`src/rtl/hscc_map.vh`:
```
// Register map, field positions, reset values and timing counts of the
// high-speed clock control block. Included by hscc_top, the bench and hscc_chk.
`ifndef HSCC_MAP_VH
`define HSCC_MAP_VH
// ----------------------------------------------------------------------
// Register offsets
// ----------------------------------------------------------------------
`define HSCC_ADDR_W        4
`define HSCC_OFS_OSC_MODE  4'h0
`define HSCC_OFS_CLK_OP    4'h1
`define HSCC_OFS_STAB_STAT 4'h2
`define HSCC_OFS_STAB_SEL  4'h3
`define HSCC_OFS_SYS_CLK   4'h4
`define HSCC_OFS_PER_GATE  4'h5
`define HSCC_OFS_STOP_CMD  4'h6
// ----------------------------------------------------------------------
// Oscillator mode fields
// ----------------------------------------------------------------------
`define HSCC_OM_EXT_CLK    7
`define HSCC_OM_MAIN_PIN   6
`define HSCC_OM_SUB_PIN    4
`define HSCC_OM_GAIN       0
`define HSCC_OM_WMASK      8'hD7
// ----------------------------------------------------------------------
// Clock operation fields
// ----------------------------------------------------------------------
`define HSCC_CO_HS_STOP    7
`define HSCC_CO_IHS_STOP   0
// ----------------------------------------------------------------------
// System clock fields
// ----------------------------------------------------------------------
`define HSCC_SC_SUB_STAT   7
`define HSCC_SC_MAIN_STAT  5
`define HSCC_SC_MAIN_SEL   4
`define HSCC_SC_DIV_MSB    2
`define HSCC_SC_DIV_MAX    3'h5
// ----------------------------------------------------------------------
// Reset values
// ----------------------------------------------------------------------
`define HSCC_RST_OSC_MODE  8'h00
`define HSCC_RST_CLK_OP    8'hC0
`define HSCC_RST_STAB_SEL  8'h07
`define HSCC_RST_SYS_CLK   8'h00
`define HSCC_RST_PER_GATE  8'h00
// ----------------------------------------------------------------------
// Timing
// ----------------------------------------------------------------------
`define HSCC_STAB_BASE     8
`endif

```
`src/rtl/hscc_sync2.v`:
```
// Two-flop synchroniser for one pin level.
// Assumes the input may change at any time relative to mclk_in.
`timescale 1ns/10ps
module hscc_sync2 (
  input  wire mclk_in,
  input  wire rst_n_in,
  input  wire d_in,
  output wire q_out
);
  reg meta_q;
  reg sync_q;
  always @(posedge mclk_in or negedge rst_n_in) begin
    if (!rst_n_in) begin
      meta_q <= 1'b0;
      sync_q <= 1'b0;
    end else begin
      meta_q <= d_in;
      sync_q <= meta_q;
    end
  end
  assign q_out = sync_q;
endmodule // hscc_sync2

```
`src/rtl/hscc_top.v`:
```
// High-speed clock control: oscillator mode, start/stop, stabilization
// count, clock select and divide, peripheral clock gates.
// Assumes a single-cycle register port and a resonator clock on a pin.
//
// Chosen here: the plain strobed port and the register offsets.
`timescale 1ns/10ps
`include "hscc_map.vh"
module hscc_top #(
  parameter STAB_W = 19
) (
  input  wire                      mclk_in,
  input  wire                      rst_n_in,
  input  wire [`HSCC_ADDR_W-1:0]   addr_in,
  input  wire [7:0]                wdata_in,
  input  wire                      wr_in,
  input  wire                      rd_in,
  output reg  [7:0]                rdata_out,
  input  wire                      stop_exec_in,
  input  wire                      stop_release_in,
  input  wire                      sub_clk_sel_in,
  input  wire                      res_clk_in,
  output wire                      res_enable_out,
  output wire                      res_gain_hi_out,
  output wire                      ext_clk_enable_out,
  output wire                      port_mode_out,
  output wire                      ihs_osc_run_out,
  output wire                      hs_clk_sel_out,
  output wire [2:0]                div_sel_out,
  output wire                      clk_en_out,
  output wire                      stopped_out,
  output wire [7:0]                per_clk_en_out
);
  // ----------------------------------------------------------------------
  // Registers
  // ----------------------------------------------------------------------
  reg  [7:0]        osc_mode_q;
  reg               osc_mode_done_q;
  reg  [7:0]        clk_op_q;
  reg  [2:0]        stab_sel_q;
  reg               main_sel_q;
  reg  [2:0]        div_q;
  reg  [7:0]        per_gate_q;
  reg               stop_q;
  reg  [STAB_W-1:0] stab_cnt_q;
  reg  [4:0]        div_cnt_q;
  reg               res_d1_q;
  wire              res_sync;
  reg  [7:0]        clk_op_d;
  reg  [2:0]        stab_sel_d;
  reg               main_sel_d;
  reg  [2:0]        div_d;
  reg  [7:0]        per_gate_d;
  reg               stop_d;
  reg  [STAB_W-1:0] stab_cnt_d;
  reg  [4:0]        div_cnt_d;
  reg  [7:0]        rdata_d;

  // ----------------------------------------------------------------------
  // Reset values at register width
  // ----------------------------------------------------------------------
  localparam [7:0] RST_OSC_MODE = `HSCC_RST_OSC_MODE;
  localparam [7:0] RST_CLK_OP   = `HSCC_RST_CLK_OP;
  localparam [7:0] RST_STAB_SEL = `HSCC_RST_STAB_SEL;
  localparam [7:0] RST_SYS_CLK  = `HSCC_RST_SYS_CLK;
  localparam [7:0] RST_PER_GATE = `HSCC_RST_PER_GATE;
  localparam [7:0] OM_WMASK     = `HSCC_OM_WMASK;

  // ----------------------------------------------------------------------
  // Stop states
  // ----------------------------------------------------------------------
  localparam ST_RUN  = 1'b0;
  localparam ST_STOP = 1'b1;

  // ----------------------------------------------------------------------
  // Functions
  // ----------------------------------------------------------------------
  function [STAB_W-1:0] stab_limit;
    input [2:0] sel;
    begin
      stab_limit = {{(STAB_W-1){1'b0}}, 1'b1} << (`HSCC_STAB_BASE + sel);
    end
  endfunction

  function [4:0] div_mask;
    input [2:0] sel;
    begin
      div_mask = (sel > `HSCC_SC_DIV_MAX) ? 5'h1F : ((5'h01 << sel) - 5'h01);
    end
  endfunction

  function reg_hit;
    input [`HSCC_ADDR_W-1:0] addr;
    input [`HSCC_ADDR_W-1:0] ofs;
    begin
      reg_hit = (addr == ofs);
    end
  endfunction

  function [7:0] sys_status;
    input       sub_on;
    input       main_on;
    input [2:0] div_code;
    begin
      sys_status = {sub_on, 1'b0, main_on & ~sub_on, main_on, 1'b0, div_code};
    end
  endfunction

  wire wr_osc  = wr_in && reg_hit(addr_in, `HSCC_OFS_OSC_MODE);
  wire wr_cop  = wr_in && reg_hit(addr_in, `HSCC_OFS_CLK_OP);
  wire wr_ssel = wr_in && reg_hit(addr_in, `HSCC_OFS_STAB_SEL);
  wire wr_sys  = wr_in && reg_hit(addr_in, `HSCC_OFS_SYS_CLK);
  wire wr_per  = wr_in && reg_hit(addr_in, `HSCC_OFS_PER_GATE);
  wire wr_stop = wr_in && reg_hit(addr_in, `HSCC_OFS_STOP_CMD);

  // ----------------------------------------------------------------------
  // Mode decode
  // ----------------------------------------------------------------------
  wire ext_mode = osc_mode_q[`HSCC_OM_EXT_CLK] & osc_mode_q[`HSCC_OM_MAIN_PIN];
  wire res_mode = ~osc_mode_q[`HSCC_OM_EXT_CLK] & osc_mode_q[`HSCC_OM_MAIN_PIN];
  wire hs_run   = ~clk_op_q[`HSCC_CO_HS_STOP] & ~stop_q;

  assign port_mode_out      = ~osc_mode_q[`HSCC_OM_MAIN_PIN];
  assign res_enable_out     = res_mode & hs_run;
  assign res_gain_hi_out    = res_mode & osc_mode_q[`HSCC_OM_GAIN];
  assign ext_clk_enable_out = ext_mode & hs_run;
  assign ihs_osc_run_out    = ~clk_op_q[`HSCC_CO_IHS_STOP] & ~stop_q;
  assign hs_clk_sel_out     = main_sel_q;
  assign div_sel_out        = div_q;
  assign stopped_out        = stop_q;
  assign per_clk_en_out     = per_gate_q & {8{~stop_q}};
  assign clk_en_out         = ~stop_q && ((div_cnt_q & div_mask(div_q)) == 5'h00);

  // ----------------------------------------------------------------------
  // Oscillator mode, one write only
  // ----------------------------------------------------------------------
  always @(posedge mclk_in or negedge rst_n_in) begin
    if (!rst_n_in) begin
      osc_mode_q      <= RST_OSC_MODE;
      osc_mode_done_q <= 1'b0;
    end else if (wr_osc && !osc_mode_done_q) begin
      osc_mode_q      <= wdata_in & OM_WMASK;
      osc_mode_done_q <= 1'b1;
    end
  end

  // ----------------------------------------------------------------------
  // Control registers
  // ----------------------------------------------------------------------
  always @* begin
    clk_op_d   = clk_op_q;
    stab_sel_d = stab_sel_q;
    main_sel_d = main_sel_q;
    div_d      = div_q;
    per_gate_d = per_gate_q;
    if (wr_cop) begin
      clk_op_d = {wdata_in[7], 6'h00, wdata_in[0]};
    end
    if (wr_ssel) begin
      stab_sel_d = wdata_in[2:0];
    end
    if (wr_sys) begin
      main_sel_d = wdata_in[`HSCC_SC_MAIN_SEL];
      div_d      = wdata_in[`HSCC_SC_DIV_MSB:0];
    end
    if (wr_per) begin
      per_gate_d = wdata_in;
    end
  end

  always @(posedge mclk_in or negedge rst_n_in) begin
    if (!rst_n_in) begin
      clk_op_q   <= RST_CLK_OP;
      stab_sel_q <= RST_STAB_SEL[2:0];
      main_sel_q <= RST_SYS_CLK[`HSCC_SC_MAIN_SEL];
      div_q      <= RST_SYS_CLK[`HSCC_SC_DIV_MSB:0];
      per_gate_q <= RST_PER_GATE;
    end else begin
      clk_op_q   <= clk_op_d;
      stab_sel_q <= stab_sel_d;
      main_sel_q <= main_sel_d;
      div_q      <= div_d;
      per_gate_q <= per_gate_d;
    end
  end

  // ----------------------------------------------------------------------
  // Stop mode
  // ----------------------------------------------------------------------
  always @* begin
    case (stop_q)
      ST_RUN: begin
        stop_d = (stop_exec_in | wr_stop) ? ST_STOP : ST_RUN;
      end
      ST_STOP: begin
        stop_d = (stop_release_in & ~stop_exec_in & ~wr_stop) ? ST_RUN : ST_STOP;
      end
      default: begin
        stop_d = ST_RUN;
      end
    endcase
  end

  always @(posedge mclk_in or negedge rst_n_in) begin
    if (!rst_n_in) begin
      stop_q <= ST_RUN;
    end else begin
      stop_q <= stop_d;
    end
  end

  // ----------------------------------------------------------------------
  // Divider
  // ----------------------------------------------------------------------
  always @* begin
    div_cnt_d = div_cnt_q + 5'h01;
  end

  always @(posedge mclk_in or negedge rst_n_in) begin
    if (!rst_n_in) begin
      div_cnt_q <= 5'h00;
    end else begin
      div_cnt_q <= div_cnt_d;
    end
  end

  // ----------------------------------------------------------------------
  // Stabilization counter on synchronised resonator edges
  // ----------------------------------------------------------------------
  hscc_sync2 u_res_sync (
    .mclk_in  (mclk_in),
    .rst_n_in (rst_n_in),
    .d_in     (res_clk_in),
    .q_out    (res_sync)
  );

  always @* begin
    stab_cnt_d = stab_cnt_q;
    if (!res_enable_out) begin
      stab_cnt_d = {STAB_W{1'b0}};
    end else if (res_sync && !res_d1_q && !(&stab_cnt_q)) begin
      stab_cnt_d = stab_cnt_q + {{(STAB_W-1){1'b0}}, 1'b1};
    end
  end

  always @(posedge mclk_in or negedge rst_n_in) begin
    if (!rst_n_in) begin
      res_d1_q   <= 1'b0;
      stab_cnt_q <= {STAB_W{1'b0}};
    end else begin
      res_d1_q   <= res_sync;
      stab_cnt_q <= stab_cnt_d;
    end
  end

  // Status bits, one per stabilization step reached
  reg [7:0] stab_stat;
  integer   i;
  always @* begin
    stab_stat = 8'h00;
    for (i = 0; i < 8; i = i + 1) begin
      stab_stat[7-i] = (stab_cnt_q >= stab_limit(i[2:0])) | ext_mode;
    end
  end

  // ----------------------------------------------------------------------
  // Read port
  // ----------------------------------------------------------------------
  always @* begin
    rdata_d = 8'h00;
    if (rd_in) begin
      case (addr_in)
        `HSCC_OFS_OSC_MODE:  rdata_d = osc_mode_q;
        `HSCC_OFS_CLK_OP:    rdata_d = clk_op_q;
        `HSCC_OFS_STAB_STAT: rdata_d = stab_stat;
        `HSCC_OFS_STAB_SEL:  rdata_d = {5'h00, stab_sel_q};
        `HSCC_OFS_SYS_CLK:   rdata_d = sys_status(sub_clk_sel_in, main_sel_q, div_q);
        `HSCC_OFS_PER_GATE:  rdata_d = per_gate_q;
        default:             rdata_d = 8'h00;
      endcase
    end
  end

  always @(posedge mclk_in or negedge rst_n_in) begin
    if (!rst_n_in) begin
      rdata_out <= 8'h00;
    end else begin
      rdata_out <= rdata_d;
    end
  end
endmodule // hscc_top

```
`config.mk`:
```
export PLATFORM = sky130hd
export DESIGN_NAME = hscc_top
export DESIGN_NICKNAME = d
export VERILOG_FILES = /design/src/rtl/hscc_sync2.v /design/src/rtl/hscc_top.v
export VERILOG_INCLUDE_DIRS = /design/src /design/src/rtl
export SDC_FILE = /design/constraint.sdc
export NUM_CORES = 1
export LEC_CHECK = 0
export ABC_AREA = 0
export BUFFER_PORTS_ARGS = -buffer_cell sky130_fd_sc_hd__buf_2
export CAP_MARGIN = 20
export CORE_UTILIZATION = 25
export DETAILED_ROUTE_END_ITERATION = 10
export PLACE_DENSITY = 0.45
export RECOVER_POWER = 25
export SLEW_MARGIN = 0
export SYNTH_ARGS = -nofsm -noshare
export SYNTH_HDL_FRONTEND = slang
export SYNTH_SLANG_ARGS = --single-unit
```
`constraint.sdc`:
```
create_clock -name mclk_in -period 3 [get_ports mclk_in]
set_input_delay 0.6 -clock mclk_in [delete_from_list [all_inputs] [get_ports mclk_in]]
set_output_delay 0.6 -clock mclk_in [all_outputs]
set_load 0.05 [all_outputs]
```
==> Word level (Yosys, flattened, before mapping) <==
Cells that the tools add are included.
{ "word_totals": {"reg_bits": 61, "input_bits": 20, "elab_cells": 87} }
{ "classes": {"addsub": 3, "order_cmp": 9, "n_eq_ne": 7, "shifts": 1, "n_mux": 8, "bitwise_logic": 29, "reduce_logical": 16} }
{ "op_table": {"columns": ["cell", "n"], "rows": [
  ["8-bit one-hot mux with 6 select lines", 1],
  ["19-bit 2-to-1 mux", 2],
  ["19-bit by 1-bit adder with 19-bit output (second input constant)", 1],
  ["19-bit by 10-bit >= comparator with 1-bit output (second input constant)", 1],
  ["19-bit by 11-bit >= comparator with 1-bit output (second input constant)", 1],
  ["19-bit by 12-bit >= comparator with 1-bit output (second input constant)", 1],
  ["19-bit by 13-bit >= comparator with 1-bit output (second input constant)", 1],
  ["19-bit by 14-bit >= comparator with 1-bit output (second input constant)", 1],
  ["19-bit by 15-bit >= comparator with 1-bit output (second input constant)", 1],
  ["19-bit by 16-bit >= comparator with 1-bit output (second input constant)", 1],
  ["19-bit by 9-bit >= comparator with 1-bit output (second input constant)", 1],
  ["19-bit AND reduction", 1],
  ["4-bit by 3-bit == test with 1-bit output (second input constant)", 3],
  ["1-bit bitwise AND", 10],
  ["1-bit logical AND", 10],
  ["1-bit OR", 9],
  ["8-bit bitwise AND", 1],
  ["4-bit by 2-bit == test with 1-bit output (second input constant)", 2],
  ["8-bit 2-to-1 mux", 1],
  ["1-bit inverter", 8],
  ["5-bit by 1-bit adder with 5-bit output (second input constant)", 1],
  ["5-bit bitwise AND", 1],
  ["5-bit logical NOT", 1],
  ["5-bit 2-to-1 mux", 1],
  ["other kinds (9)", 12]
]} }

==> Longest topological paths before layout <==
Gate-level depths: netlist (run 1).
{ "depth": {"word_depth": 6, "depth_mapped": 6, "ltp_nobuf": 6} }

==> Hierarchy <==
A second synthesis (run 1) with hierarchy kept.
{ "hier_totals": {"hier_cells": 293, "hier_area_um2": 3049.2} }
{ "by_module_without_submodules": {"columns": ["module", "n_inst", "cells_per_inst", "area_per_inst_um2"], "rows": [
  ["hscc_top", 1, 291, 2999.1],
  ["hscc_sync2", 1, 2, 50.0]
]} }

==> Worst setup path after synthesis (run 1) <==
OpenSTA, ideal clock, no wires.
{ "synth_timing": {"kind": "reg2out", "start": "reg div_cnt_q[0]", "end": "out clk_en_out", "t_arrival_ps": 2025, "t_required_ps": 2400, "slack_ps": 375, "path_stages_with_launch": 4, "cell_sequence": "dfrtp_1 > or4_1 > a221o_1 > a21oi_1"} }
{ "synth_via": {"elab_chain_cells": 3} }
{ "synth_lines": {"columns": ["item", "line", "source"], "rows": [
  ["from (decl)", "hscc_top.v:45", "reg [4:0] div_cnt_q;"],
  ["from (signal assigned)", "hscc_top.v:222", "div_cnt_q <= div_cnt_d;"],
  ["5-bit bitwise AND", "hscc_top.v:131", "assign clk_en_out = ~stop_q && ((div_cnt_q & div_mask(div_q)) == 5'h00);"],
  ["5-bit logical NOT", "hscc_top.v:131", null],
  ["1-bit logical AND", "hscc_top.v:131", null],
  ["to (decl)", "hscc_top.v:29", "output wire clk_en_out,"]
]} }
Every way passes these cells.

==> Final worst setup path (run 1) <==
Same ends and word-level chain as after synthesis.

==> impl_results.md, run 1 <==
- Status: finished with violations
- Failing checks: capacitance limit, slew limit
- Rel. slew slack: -17.8%
- Max Slew Vio Count: 31
- Synthesized instance count: 280
- DR WL/cell: 15.0 um
- Die height: 113 um
- Fin nets: 352
- Filler instances: about 1300
- Hold slack final: 0.354 ns
- # hold bufs at CTS: 0
- Core area: 0.0121 mm2
- Met2 Use GR: 20.9%
- RSZ-0062 raised after global routing: false
- Diode count: 0
- Syn_nets: 303
- Slowest-stage cell, CP: or4_1
- Finished Layout Cells: between 500 and 600
- Cell Rows: 40
- Met1 Usage GRT: 16.5%
- Clock sinks: 61
- Root Buffer: clkbuf_16
- Cell taking the most area after synthesis: dfrtp_1
- 1st-pass router iterations: 4
- Fin crit period: 2.62 ns
- Routed WL: 7530 um
- CTS max path bufs: 2
- Share of cells above drive strength 1: roughly a third
- Most area-consuming cells after synthesis: dfrtp_1 (45%), mux2_2 (7.6%), dfstp_2 (4.2%)
- Fin. Hold Viols: 0
- Port Buffer Count: 46
- H-tree Lvls: 3
- Maximum VDD drop: 297 uV
- CP delay by family, top: simple AND/OR/NAND/NOR gates
- Final Skew: approximately 0.0060 ns
- Sequential-to-total area share from yosys stat: roughly half
- Worst setup path class: reg2out
- Dpl hpwl: 5390 um
- Setup TNS: 0 ns
- Setup-failing EPs final: 0
- Fmax achieved: 381 MHz
- Vias in the first global route: 2372
- Critical-path cell list: or4_1 -> a221o_1 -> a21oi_1 -> buf_2
- CTS tree: built
- EDFF count, synth: 0
- Synth cell types: 57
- First-pass GRT wire length: 12500 um
- Final RePlAce weighted congestion: just under 0.8
- Post-route ant nets: 0
- Register bit total from synthesis: 61
- Endpoint kind of the worst setup timing path: primary output
- Crit path required time: 2.40 ns
- Met3 GRT Util: roughly 3.9%
- Initial DRC Count: 79
- Mapped cell area: 0.00310 mm2
- Worst path bufs/invs: 1
- Max cap viols: 1
- Arr. time, crit path: 2.02 ns
- Final period util: 87.4%
- CP max stage delay: between 0.5 and 0.6 ns
- Via count: between 2000 and 2500
- Vias per inst: around 4.6
- Synth cell count leaders: dfrtp_1 (56), nor2_1 (24), mux2_2 (21), nand2_1 (17), a21oi_1 (16)
- Final core utilization: 31.8%
- Clk_lat worst skew: 0.33 ns
- Average size of a mapped cell: between 10 and 15 um2
- Chip width: 113 um
- Worst-path clk slew: approximately 0.05 ns
- Worst-path fanout max: 6
- All-Layer GR Usage: 13.0%
- DRC: 0
- Starting Density: between 20% and 30%
- GRT busiest layer: met2
- Pwr per Cell Area: 642 mW/mm2
- PostCTS Resize Cnt: 0
- CP Launch Type: flip-flop
- Actual slew at the worst max-slew pin: 1.77 ns
- Placed insts: a little under 500
- Initial antenna violation count: 0
- Count leader, synth: dfrtp_1
- Most used DFF post-synth: dfrtp_1
- Synth warn: 0
- Post-CTS Setup Bufs: 0
- Async set-reset flop share out of synthesis: 100%
- I/O Pins: 47
- Gr ovfl total: 0
- Largest net degree at the start of global routing: 32
- Area Overhead vs Synth: 23.6%
- Area share of the largest cell type after synthesis: 45.2%
- Leakage power: 1.68 nW
- HP Class: reg2reg
- Die area: 0.0128 mm2
- Num CTS Buffers: 9
[power breakdown]
part / total, mW / switching [mW] / leakage (nW) / internal [mW]
clock network: 1.07 / 0.358 / 0.152 / 0.709
registers: 0.987 / 0.0708 / 0.781 / 0.916
logic: 0.406 / 0.254 / 0.751 / 0.152
total: 2.46 / 0.683 / 1.68 / 1.78
[worst register-to-register path: stages (launching register included)]
cell and delay (ns):
dfrtp_1 0.42, nor4_1 0.37, nand2_1 0.14, or3_1 0.39, a222oi_1 0.36, a21oi_1 0.12
[per-stage QoR]
step	instance area (um2)	total power [mW]	worst slack [ns]
2_1_floorplan	3100	1.28	0.375
3_3_place_gp	3520	1.41	0.737
3_5_place_dp	3520	1.41	0.726
4_1_cts	3830	2.50	0.356
5_1_grt	3830	2.56	0.254
6_report	3830	2.46	0.377
[final cells by class]
class / instances / area, um2 / share of cell area, %
Sequential cell: 61 / 1530 / 40.0
Multi-Input combinational cell: 201 / 1480 / 38.7
Clock buffer: 13 / 270 / 7.06
Timing Repair Buffer: 49 / 264 / 6.89
Tap cell: 168 / 210 / 5.49
Clock inverter: 3 / 42.5 / 1.11
Inverter: 7 / 26.3 / 0.686
[cells by family after synthesis]
kind of cell               Yosys count  synth area share [%]
AOI/OAI and AO/OA                   44                  9.73
and+or+nand+nor                    110                  21.5
xor gates and xnor gates            15                  4.24
muxes                               29                  11.2
adders and majority gates            3                  1.21
buffers and inverters               18                  2.66
DFF                                 61                  49.5
[metal layers]
| layer | up-vias | routed length, um |
|---|---|---|
| met1 | 1145 | 3530 |
| met3 | 10 | 261 |
| met4 | 0 | 117 |
| met2 | 41 | 3620 |
| li1 | 1111 | - |
| met5 | - | 0 |
[final timing paths]
kind | slack, ns | startpoint | cells after the start | endpoint
setup / recovery | 0.38 | div_cnt_q[0] | 4 | clk_en_out
hold / removal | 0.35 | u_res_sync.meta_q | 0 | u_res_sync.q_out
setup reg to reg | 1.06 | stab_cnt_q[15] | 5 | rdata_out[2]
hold reg to reg | 0.35 | u_res_sync.meta_q | 0 | u_res_sync.q_out
max in group asynchronous | 1.24 | rst_n_in | 1 | div_sel_out[2]
min in group asynchronous | 0.73 | rst_n_in | 1 | stab_cnt_q[5]
[sequential cells by signal (all words and copies together), names as in the netlist, 3 cells and up]
signal and count:
div_sel_out 3, rdata_out 8, clk_op_q 3, stab_cnt_q 19
div_cnt_q 5, osc_mode_q 6, per_gate_q 8, stab_sel_q 3
[cells in the final DEF, fill, tap and decap left out, types with 6 or more instances in the layout]
cell type and instances:
clkbuf_16 9, dfrtp_1 56, a21oi_1 16, nor2_1 24, buf_2 45, xor2_1 6
mux2_2 21, nand3_1 12, mux2_4 6, o21ai_0 7, nor2b_1 10, xnor2_1 9
nand2_1 17
Power figures use the tool's default switching activity.
==> run 2, diff against run 1 <==
PLACE_DENSITY = 0.39   (was 0.45)
==> run 2 against run 1 <==
Compared with the run above:
- the flow still finishes with violations (capacitance limit, slew limit)
- sequential power hardly changed
- maximum frequency grew 0.19%
- clock-buffer cell count shrank 1
- cell area down 1.6%
- via count shrank 2.4%
- clock skew fell by 0.0018 ns
- die area stayed put
- largest power group is now registers
==> impl_results.md, run 2 (synthesized netlist as in run 1, its figures left out) <==
- Status: finished with violations
- Failing checks: capacitance limit, slew limit
- Crit path required time: 2.40 ns (about the same)
- # hold bufs at CTS: 0 (unchanged)
- Share of cells above drive strength 1: 32.8% (-0.40 points)
- H-tree Lvls: 3 (unchanged)
- Met3 WL: 262 um (+0.38%)
- Chip width: 113 um (unchanged)
- Fin nets: 352 (unchanged)
- Commonest non-fill, non-tap cell in the layout: dfrtp_1
- Maximum VDD drop: 285 uV (-4.3%)
- Critical-path cell list: or4_1 -> a221o_1 -> a21oi_1 -> buf_2
- Slowest-stage cell, CP: or4_1
- Core area: 0.0121 mm2 (unchanged)
- Commonest cells after routing, fill and taps aside: dfrtp_1 (56), buf_2 (45), nor2_1 (24), mux2_2 (21), nand2_1 (17)
- Final core utilization: 31.2% (-0.51 points)
- M1 wire length: 3740 um (+5.9%)
- Clk_lat worst skew: 0.33 ns (about the same)
- Pre-CTS setup slack: 0.734 ns (+0.00842 ns)
- PostCTS Resize Cnt: 0 (unchanged)
- Die area: 0.0128 mm2 (unchanged)
- WHS Path Cells: 0 (unchanged)
- Cell Rows: 40 (unchanged)
- Vias per inst: 4.50 (-2.0%)
- CP Depth: 4 (unchanged)
- Worst setup path class: reg2out
- RSZ-0062 raised after global routing: false
- All-Layer GR Usage: 13.6% (+0.62 points)
- Rel. slew slack: -0.732% (+17 points)
- Area Overhead vs Synth: 21.6%
- 1st-pass router iterations: 4 (unchanged)
- Initial DRC Count: 83 (+5.1%)
- Clock sinks: 61 (unchanged)
- DR top layer: met4
- Diode count: 0 (unchanged)
- DRC: 0 (unchanged)
- Dpl hpwl: 5660 um (+5.0%)
- CP max stage delay: 0.54 ns (about the same)
- Worst path bufs/invs: 1 (unchanged)
- Initial antenna violation count: 0 (unchanged)
- Largest Register: stab_cnt_q
- Worst-path fanout max: 6 (unchanged)
- Met2 routed WL: 3770 um (+4.1%)
- Max Slew Vio Count: 28 (-9.7%)
- Via count: 2252 (-2.4%)
- HP Class: reg2reg
- Largest net degree at the start of global routing: 36 (+13%)
- Worst-path clk slew: 0.05 ns (about the same)
- Die height: 113 um (unchanged)
- Root Buffer: clkbuf_16
- Max cap viols: 1 (unchanged)
- CP Launch Type: flip-flop
- Setup-failing EPs final: 0 (unchanged)
- Port Buffer Count: 46 (unchanged)
- Final Skew: 0.00416 ns (-0.00181 ns)
- Max reg flops: 19 (unchanged)
- First-pass GRT wire length: 13000 um (+3.3%)
- Endpoint kind of the worst setup timing path: primary output
- Fin. Hold Viols: 0 (unchanged)
- DR WL/cell: 15.7 um (+4.7%)
- Final period util: 87.3% (-0.16 points)
- I/O Pins: 47 (unchanged)
- Total power: 2.34 mW (-5.0%)
- Final worst slack: 0.382 ns (+0.00495 ns)
- Num CTS Buffers: 9 (unchanged)
- Setup TNS: 0 ns (unchanged)
- Fin crit period: 2.62 ns (-0.00495 ns)
- Fmax achieved: 382 MHz (+0.19%)
- CP delay by family, top: simple AND/OR/NAND/NOR gates
- Top flop regs: stab_cnt_q: 19 flops, per_gate_q: 8 flops, rdata_out: 8 flops
- Post-route ant nets: 0 (unchanged)
- Pwr per Cell Area: 620 mW/mm2 (-3.4%)
- CTS max path bufs: 2 (unchanged)
- Leakage power: 1.66 nW (-1.4%)
- Actual slew at the worst max-slew pin: 1.51 ns (-0.256 ns)
- CTS tree: built
- Reg2reg path depth: 5 (unchanged)
- Final RePlAce weighted congestion: 0.745 (-3.2%)
- Post-CTS Setup Bufs: 0 (unchanged)
- Gr ovfl total: 0 (unchanged)
- Vias in the first global route: 2316 (-2.4%)
- Routed WL: 7850 um (+4.2%)
- Starting Density: 25.7% (unchanged)
- Arr. time, crit path: 2.02 ns (about the same)
==> run 2: changes by cell type in the layout (fill, tap and decap cells not counted) <==
| cell | delta |
|---|---|
| clkbuf_8 | -1 |
| clkbuf_2 | +1 |
| clkinvlp_4 | -1 |
| buf_12 | -1 |
| bufinv_16 | -1 |
| clkinv_2 | +1 |
==> run 2: power breakdown <==
part | internal (mW) | switching, mW
logic | 0.150 | 0.255
registers | 0.916 | 0.0689
clock network | 0.591 | 0.356
==> run 2: through the flow <==
stage	area, um2	hold WS, ns	std cells
2_1_floorplan	3100	0.304	280
3_3_place_gp	3520	0.335	486
3_5_place_dp	3520	0.337	486
4_1_cts	3780	0.321	500
5_1_grt	3770	0.362	500
6_report	3770	0.347	500
==> run 2: per-layer routing <==
metal / global-route usage [%] / vias up
met2: 20.9 / 39
met1: 18.0 / 1099
li1: - / 1108
met5: 0 / -
met3: 4.61 / 6
met4: 4.21 / 0
==> run 2: cell type report <==
| type | instances | area, um2 |
|---|---|---|
| inverter | 7 | 26.3 |
| fill | 1267 | 8290 |
| timing repair buffer | 49 | 249 |
| clock inverter | 2 | 10.0 |
| sequential | 61 | 1530 |
| tap | 168 | 210 |
| multi-input combinational | 201 | 1480 |
| clock buffer | 12 | 256 |
==> run 2: worst paths after layout <==
kind	to	start	slack (ns)
setup / recovery	clk_en_out	div_cnt_q[0]	0.38
hold / removal	u_res_sync.q_out	u_res_sync.meta_q	0.35
setup reg to reg	rdata_out[7]	stab_cnt_q[15]	1.04
hold reg to reg	u_res_sync.q_out	u_res_sync.meta_q	0.35
max in group asynchronous	per_gate_q[2]	rst_n_in	0.76
min in group asynchronous	stab_cnt_q[2]	rst_n_in	0.63
